[config.mk]
export PLATFORM = sky130hd
export DESIGN_NAME = rgfc_top
export DESIGN_NICKNAME = d
export VERILOG_FILES = /design/src/core/rgfc_chan.v /design/src/core/rgfc_top.v
export VERILOG_INCLUDE_DIRS = /design/src /design/src/core
export SDC_FILE = /design/constraint.sdc
export NUM_CORES = 1
export LEC_CHECK = 0
export BUFFER_PORTS_ARGS = -buffer_cell sky130_fd_sc_hd__buf_2
export CELL_PAD_IN_SITES_DETAIL_PLACEMENT = 0
export CELL_PAD_IN_SITES_GLOBAL_PLACEMENT = 1
export CORE_MARGIN = 2
export CORE_UTILIZATION = 30
export CTS_CLUSTER_DIAMETER = 40
export CTS_CLUSTER_SIZE = 8
export DETAILED_ROUTE_END_ITERATION = 16
export PLACE_DENSITY = 0.64
export SYNTH_ARGS = -nofsm -noshare
export SYNTH_HDL_FRONTEND = slang
export SYNTH_SLANG_ARGS = --single-unit
[constraint.sdc]
create_clock -name ref_clk_i -period 5.4 [get_ports ref_clk_i]
set_input_delay 0.81 -clock ref_clk_i [delete_from_list [all_inputs] [get_ports ref_clk_i]]
set_output_delay 0.81 -clock ref_clk_i [all_outputs]
set_load 0.005 [all_outputs]
[src/core/rgfc_regs.vh]
`ifndef RGFC_REGS_VH
`define RGFC_REGS_VH

// Flag octet seen on the receive frame octet bus
`define RGFC_FLAG_OCTET 8'h7E
// Bits in one flow control nibble
`define RGFC_NIBBLE_BITS 4
// Reference clock period in ns
`define RGFC_CLK_PERIOD_NS 100
// Strobe high and low half periods in ns (least times)
`define RGFC_STROBE_HALF_NS 200
// Cycles per strobe half period, rounded up, at least one
`define RGFC_STROBE_HALF_CYC \
    ((`RGFC_STROBE_HALF_NS + `RGFC_CLK_PERIOD_NS - 1) / `RGFC_CLK_PERIOD_NS)
// Mode encodings
`define RGFC_MODE_ATM 1'b0
`define RGFC_MODE_HDLC 1'b1
// Reset level of all outputs
`define RGFC_OUT_RESET 1'b0

`endif

[src/core/rgfc_chan.v]
`timescale 1ns/1ps
`include "rgfc_regs.vh"

// One channel of the flow control serial port and frame status sideband
module rgfc_chan #(
    parameter HALF_CYC = `RGFC_STROBE_HALF_CYC
) (
    input wire ref_clk_i,
    input wire reset_i,
    input wire mode_hdlc_i,
    input wire cell_valid_i,
    input wire [3:0] cell_flow_ctl_i,
    input wire [7:0] rx_frame_octet_bus_i,
    input wire frame_end_i,
    input wire frame_fcs_good_i,
    input wire frame_abort_i,
    output reg rx_flow_ctl_serial_out_o,
    output reg flow_ctl_port_strobe_o,
    output reg flow_ctl_msb_marker_o,
    output reg frame_check_ok_o,
    output wire busy_o
);
    localparam ST_IDLE = 2'b00;
    localparam ST_LOW = 2'b01;
    localparam ST_HIGH = 2'b10;

    reg [1:0] state;
    reg [3:0] shift;
    reg [2:0] bit_cnt;
    reg [7:0] half_cnt;
    reg pending;
    reg [3:0] pend_nib;

    assign busy_o = (state != ST_IDLE);

    // Serialiser: each bit is set up in LOW, strobe rises in HIGH
    always @(posedge ref_clk_i) begin
        if (reset_i) begin
            state <= ST_IDLE;
            shift <= 4'h0;
            bit_cnt <= 3'h0;
            half_cnt <= 8'h00;
            pending <= 1'b0;
            pend_nib <= 4'h0;
            rx_flow_ctl_serial_out_o <= `RGFC_OUT_RESET;
            flow_ctl_port_strobe_o <= `RGFC_OUT_RESET;
            flow_ctl_msb_marker_o <= `RGFC_OUT_RESET;
            frame_check_ok_o <= `RGFC_OUT_RESET;
        end else if (mode_hdlc_i == `RGFC_MODE_HDLC) begin
            state <= ST_IDLE;
            pending <= 1'b0;
            flow_ctl_port_strobe_o <= 1'b0;
            flow_ctl_msb_marker_o <= 1'b0;
            rx_flow_ctl_serial_out_o <= frame_end_i | frame_abort_i |
                (rx_frame_octet_bus_i == `RGFC_FLAG_OCTET);
            frame_check_ok_o <= frame_end_i & frame_fcs_good_i & ~frame_abort_i;
        end else begin
            frame_check_ok_o <= 1'b0;
            // One nibble held while the current one shifts out
            if (cell_valid_i && (state != ST_IDLE || pending)) begin
                pending <= 1'b1;
                pend_nib <= cell_flow_ctl_i;
            end
            case (state)
                ST_IDLE: begin
                    flow_ctl_port_strobe_o <= 1'b0;
                    flow_ctl_msb_marker_o <= 1'b0;
                    if (pending || cell_valid_i) begin
                        shift <= pending ? pend_nib : cell_flow_ctl_i;
                        if (pending && !cell_valid_i) pending <= 1'b0;
                        bit_cnt <= 3'h0;
                        half_cnt <= 8'h00;
                        state <= ST_LOW;
                    end
                end
                ST_LOW: begin
                    // Strobe low while the next bit settles
                    flow_ctl_port_strobe_o <= 1'b0;
                    // MSB first on the serial pin
                    rx_flow_ctl_serial_out_o <= shift[3];
                    flow_ctl_msb_marker_o <= (bit_cnt == 3'h0);
                    if (half_cnt == HALF_CYC - 1) begin
                        half_cnt <= 8'h00;
                        state <= ST_HIGH;
                    end else begin
                        half_cnt <= half_cnt + 8'h01;
                    end
                end
                ST_HIGH: begin
                    flow_ctl_port_strobe_o <= 1'b1;
                    if (half_cnt == HALF_CYC - 1) begin
                        half_cnt <= 8'h00;
                        shift <= {shift[2:0], 1'b0};
                        bit_cnt <= bit_cnt + 3'h1;
                        state <= (bit_cnt == `RGFC_NIBBLE_BITS - 1) ? ST_IDLE : ST_LOW;
                    end else begin
                        half_cnt <= half_cnt + 8'h01;
                    end
                end
                default: state <= ST_IDLE;
            endcase
        end
    end
endmodule // rgfc_chan

[src/core/rgfc_top.v]
`timescale 1ns/1ps
`include "rgfc_regs.vh"

module rgfc_top #(
    parameter CHANNELS = 3
) (
    input wire ref_clk_i,
    input wire reset_i,
    input wire [CHANNELS-1:0] mode_hdlc_i,
    input wire [CHANNELS-1:0] cell_valid_i,
    input wire [4*CHANNELS-1:0] cell_flow_ctl_i,
    input wire [8*CHANNELS-1:0] rx_frame_octet_bus_i,
    input wire [CHANNELS-1:0] frame_end_i,
    input wire [CHANNELS-1:0] frame_fcs_good_i,
    input wire [CHANNELS-1:0] frame_abort_i,
    output wire [CHANNELS-1:0] rx_flag_idle_indicator_o,
    output wire [CHANNELS-1:0] rx_flow_ctl_serial_out_o,
    output wire [CHANNELS-1:0] flow_ctl_port_strobe_o,
    output wire [CHANNELS-1:0] flow_ctl_msb_marker_o,
    output wire [CHANNELS-1:0] frame_check_ok_o,
    output wire [CHANNELS-1:0] busy_o
);
    wire [CHANNELS-1:0] shared_pin;

    assign rx_flow_ctl_serial_out_o = shared_pin & ~mode_hdlc_i;
    assign rx_flag_idle_indicator_o = shared_pin & mode_hdlc_i;

    genvar g;
    generate
        for (g = 0; g < CHANNELS; g = g + 1) begin : g_chan
            rgfc_chan u_chan (
                .ref_clk_i(ref_clk_i),
                .reset_i(reset_i),
                .mode_hdlc_i(mode_hdlc_i[g]),
                .cell_valid_i(cell_valid_i[g]),
                .cell_flow_ctl_i(cell_flow_ctl_i[4*g+3:4*g]),
                .rx_frame_octet_bus_i(rx_frame_octet_bus_i[8*g+7:8*g]),
                .frame_end_i(frame_end_i[g]),
                .frame_fcs_good_i(frame_fcs_good_i[g]),
                .frame_abort_i(frame_abort_i[g]),
                .rx_flow_ctl_serial_out_o(shared_pin[g]),
                .flow_ctl_port_strobe_o(flow_ctl_port_strobe_o[g]),
                .flow_ctl_msb_marker_o(flow_ctl_msb_marker_o[g]),
                .frame_check_ok_o(frame_check_ok_o[g]),
                .busy_o(busy_o[g])
            );
        end
    endgenerate
endmodule // rgfc_top

# Word level (Yosys, flattened, before mapping)
# Index checks and enable logic that the tools add are counted.
# totals
latch_bits,0
ff_bits,78
mem_bits_rw,0
output_inout_bits,18
mem_bits_ro,0
input_bits,53
mem_count,0
# classes
n_reduce_logical,63
n_bitwise,21
n_eq_ne,24
mux,69
div_mod_pow,0
n_lt_le_gt_ge,0
n_addsub,6
shift,0
mul,0
# op_table
op,count
8-bit two-way mux,6
8-bit case mux with 2 select lines,3
4-bit two-way mux,9
2-bit nonzero test,18
"8-bit by 1-bit adder with 8-bit output, second input constant",3
"8-bit by 1-bit == test with 1-bit output, second input constant",3
"8-bit by 7-bit == test with 1-bit output, second input constant",3
4-bit case mux with 2 select lines,3
2-bit OR reduction,12
1-bit two-way mux,21
2-bit two-way mux,9
3-bit two-way mux,6
"2-bit by 1-bit != test with 1-bit output, second input constant",9
2-bit case mux with 3 select lines,3
3-bit case mux with 2 select lines,3
3-bit AND reduction,6
1-bit case mux with 2 select lines,6
4-bit AND reduction,3
"3-bit by 1-bit adder with 3-bit output, second input constant",3
"3-bit by 2-bit == test with 1-bit output, second input constant",3
3-bit logical NOT,3
1-bit AND,6
3-bit AND,2
"2-bit by 1-bit == test with 1-bit output, second input constant",3
9 further kinds,37

# Longest topological paths before layout
# logic_depth
word_depth,7
depth_mapped,7
mapped_depth_nobuf,6

# Cells and area by module
# Synthesis repeated with hierarchy kept, for this count alone.
# hier_totals
hier_cells,447
area_unflattened_um2,4135.2
# modules_own_cells
mod,cells_per_inst,n_inst,area_each_um2
rgfc_chan (g_chan[1].u_chan ...),147,2,1362.6
rgfc_chan (g_chan[0].u_chan),147,1,1365.1
rgfc_top,6,1,45.0

# Worst setup path after synthesis
# No wires, ideal clock.
# synth_timing
path_kind,input-to-output
from,in mode_hdlc_i[2]
to,out rx_flag_idle_indicator_o[2]
path_slack_ns,3.366
arrival_time_ns,1.224
cell_stages,2
cell_sequence,clkbuf_1 -> and2_1
# synth_between
elab_chain_cells,1
# synth_lines
item,line_no,rtl
"start, declared",rgfc_top.v:9,"input wire [CHANNELS-1:0] mode_hdlc_i,"
3-bit AND,rgfc_top.v:26,assign rx_flag_idle_indicator_o = shared_pin & mode_hdlc_i;
"end, declared",rgfc_top.v:16,"output wire [CHANNELS-1:0] rx_flag_idle_indicator_o,"
# Every way passes these cells.

==> results.py <==
metrics = {
    "layout": {
        "drive_above_1_share_pct": 18.68,
        "final_common_cell": "dfxtp_1",
        "fin_cells": 710,
        "area_delta_synth_final_pct": 16.32,
        "diodes": 0,
        "final_util_pct": 35.55,
        "final_cell_mix": "dfxtp_1 (78), buf_2 (70), nor2_1 (52)",
        "finalNetCount": 605,
    },
    "timing": {
        "fin_skew_ns": 0.005364,
        "period_minus_slack_ns": 2.194,
        "max_freq_mhz": 455.7,
        "worstMarginPinSlew_ns": 0.6719,
        "min_period_over_period_pct": 40.63,
        "finalHoldViolCount": 0,
        "rsz0062_at_grt": "false",
        "max_slew_margin_pct": 55.11,
        "drv_slew": 0,
        "worst_hold_slack_ns": 0.4646,
        "setup_violations": 0,
        "finalSetupTns_ns": 0,
    },
    "synth": {
        "netlist_area_mm2": 0.004209,
        "synth_warnings": 0,
        "yosys.area_share.adder_pct": 8.502,
        "avgSynthCellArea_um2": 8.899,
        "async_flop_share_pct": 0,
        "synth_top_cell_by_area": "dfxtp_1",
        "synth_edf_count": 0,
        "synth_top_family_by_area": "simple AND/OR/NAND/NOR gates",
        "synth_xor_area_share_pct": 4.370,
        "synth.area.top_cells": "dfxtp_1 (37%), ha_1 (8.0%), mux2i_1 (7.1%), nor2_1 (4.6%), o21ai_0 (3.2%)",
        "synth.mux.area_fraction_pct": 8.472,
        "synth_top_area_share_pct": 37.10,
        "synth_cell_types": 54,
        "mappedNetlistNets": 553,
        "syn_inst": 473,
        "synth-seq-area-share_pct": 37.10,
        "synth-main-ff-cell": "dfxtp_1",
        "synth_seq_cells": 78,
        "synth_compound_area_share_pct": 10.61,
        "synth-simple-area-share_pct": 23.81,
    },
    "power": {
        "peakVddDrop_mv": 0.1479,
        "p_clk_share_pct": 43.5,
        "p_int_mw": 1.004,
        "p_sw_mw": 0.3293,
        "p_leak_nw": 1.894,
        "switching_share_pct": 24.69,
        "seq_power_share_pct": 45.5,
        "p_comb_share_pct": 11.0,
        "cellPowerDensity_mw_per_mm2": 272.4,
    },
    "floorplan": {
        "io_pins": 71,
        "initial_utilization_pct": 30.56,
        "die_area_mm2": 0.01499,
        "rows": 43,
        "coreArea_mm2": 0.01377,
        "die_y_um": 122.5,
        "die_x_um": 122.5,
    },
    "routing": {
        "drtAntennaViolNets": 0,
        "drc": 0,
        "firstDrtPassIters": 4,
        "vias": 3426,
        "wl_met1_mm": 4.377,
        "vias_per_cell": 4.825,
        "top_layer_used": "met4",
        "wl_mm": 9.265,
        "drt_iter0_drc": 159,
        "routedWlPerCell_um": 13.05,
        "wl_met3_um": 383,
        "dr_wl_met2_mm": 4.330,
    },
    "critical_path": {
        "cp-start-kind": "primary input",
        "worstPathRequired_ns": 5.59,
        "worstPathMaxFanout": 43,
        "crit_path_end_kind": "flip-flop",
        "path_class": "primary input to flip-flop",
        "worstPathArrival_ns": 2.38,
    },
    "cts": {
        "post_cts_buffers": 0,
        "cts_resized": 0,
        "cts.sinks": 78,
        "cts_hold_buf": 0,
        "numCtsBuffers": 9,
        "clockBufferDepth": 2,
        "root_buffer": "clkbuf_16",
        "cts_tree": "yes",
        "cts_max_level": 3,
        "clk_pin_slew_ns": 0.06,
        "clk-insertion-delay-late_ns": 0.33,
    },
    "min_path": {
        "hold_path_class": "flip-flop to flip-flop",
    },
    "flow_run": {
        "max-cap-violations": 0,
    },
    "grt": {
        "antenna_found_initial": 0,
        "grt_overflow": 0,
        "grt_pass1_vias": 3460,
        "grt_usage_pct": 13.43,
        "grt_max_degree": 44,
        "grt_pass1_wl_mm": 16.10,
    },
    "placed_design": {
        "numPortBuffers": 70,
        "dp_cells": 694,
        "hpwl_mm": 6.919,
        "gp_congestion": 0.7698,
    },
    "status": {
        "status": "complete, no violations",
    },
}
[through the flow]
step / setup WS, ns / cell area (um^2) / power, mW
floorplan: 3.366 / 4209 / 0.7174
global placement: 2.840 / 4608 / 0.7646
detailed placement: 2.778 / 4608 / 0.7675
CTS: 3.134 / 4896 / 1.358
global route: 2.958 / 4896 / 1.403
finish: 3.206 / 4896 / 1.334
[power by group through the flow]
stage / sequential [mW] / combinational (mW) / clock [mW]
6_report: 0.607 / 0.146 / 0.580
5_1_grt: 0.610 / 0.167 / 0.626
4_1_cts: 0.607 / 0.148 / 0.603
3_5_place_dp: 0.620 / 0.148 / 0
3_3_place_gp: 0.619 / 0.145 / 0
2_1_floorplan: 0.615 / 0.102 / 0
[kinds of logic (layout without fill, tap and decap cells)]
group / Yosys count / in the layout
DFF: 78 / 78
buffers and inverters: 61 / 118
AOI/OAI and AO/OA: 67 / 67
and+or+nand+nor: 182 / 182
adders and majority gates: 29 / 29
xor gates and xnor gates: 21 / 21
muxes: 35 / 35
[critical path, stage by stage]
cell and delay, ns:
buf_2 0.08, buf_4 0.40, clkinv_1 0.59, o31ai_2 0.37
a211oi_1 0.11
[synthesized netlist by cell type, types with 4 or more instances]
| library cell | count |
|---|---|
| o32ai_1 | 6 |
| inv_1 | 30 |
| xnor2_1 | 14 |
| nor3_1 | 16 |
| xor2_1 | 7 |
| clkbuf_1 | 10 |
| mux2i_1 | 30 |
| or4b_1 | 9 |
| nand3_1 | 11 |
| nor2_1 | 52 |
| mux2_2 | 5 |
| o211a_1 | 4 |
| o21ai_0 | 27 |
| nand4b_1 | 6 |
| a21oi_1 | 7 |
| nor3b_1 | 9 |
| a31oi_1 | 4 |
| nand2_1 | 34 |
| nor2b_1 | 4 |
| dfxtp_1 | 78 |
| ha_1 | 27 |
| buf_4 | 14 |
| nand4_1 | 8 |
| nor4_1 | 7 |
| and2_1 | 7 |
[layout make-up]
type / instances / area, um^2
clock buffer: 13 / 270.3
clock inverter: 3 / 17.52
fill: 1485 / 8877
inverter: 31 / 116.4
multi-input combinational: 334 / 2347
sequential: 78 / 1562
tap: 180 / 225.2
timing repair buffer: 71 / 357.8
[final timing paths]
check                                 start                           end  slack (ns)  depth (start not counted)
setup / recovery                    reset_i  g_chan[1].u_chan.half_cnt[1]        3.21                          5
hold / removal    g_chan[2].u_chan.shift[2]     g_chan[2].u_chan.shift[2]        0.46                          2
setup reg to reg  g_chan[2].u_chan.state[0]     g_chan[2].u_chan.shift[1]        3.24                          6
hold reg to reg   g_chan[2].u_chan.shift[2]     g_chan[2].u_chan.shift[2]        0.46                          2
[state kept, by name, indices dropped and copies added (netlist names)]
signal,count
g_chan.u_chan.half_cnt,24
g_chan.u_chan.pend_nib,12
g_chan.u_chan.shift,12
g_chan.u_chan.bit_cnt,9
g_chan.u_chan.state,6
g_chan.u_chan.flow_ctl_msb_marker_o,3
g_chan.u_chan.flow_ctl_port_strobe_o,3
g_chan.u_chan.frame_check_ok_o,3
g_chan.u_chan.pending,3
g_chan.u_chan.rx_flow_ctl_serial_out_o,3
[layer usage]
| layer | vias to the layer above | GRT usage [%] |
|---|---|---|
| met5 | - | 0 |
| met4 | 0 | 6.106 |
| met3 | 11 | 2.881 |
| met2 | 56 | 22.47 |
| met1 | 1603 | 16.50 |
| li1 | 1756 | - |
Power figures use the tool's default switching activity.
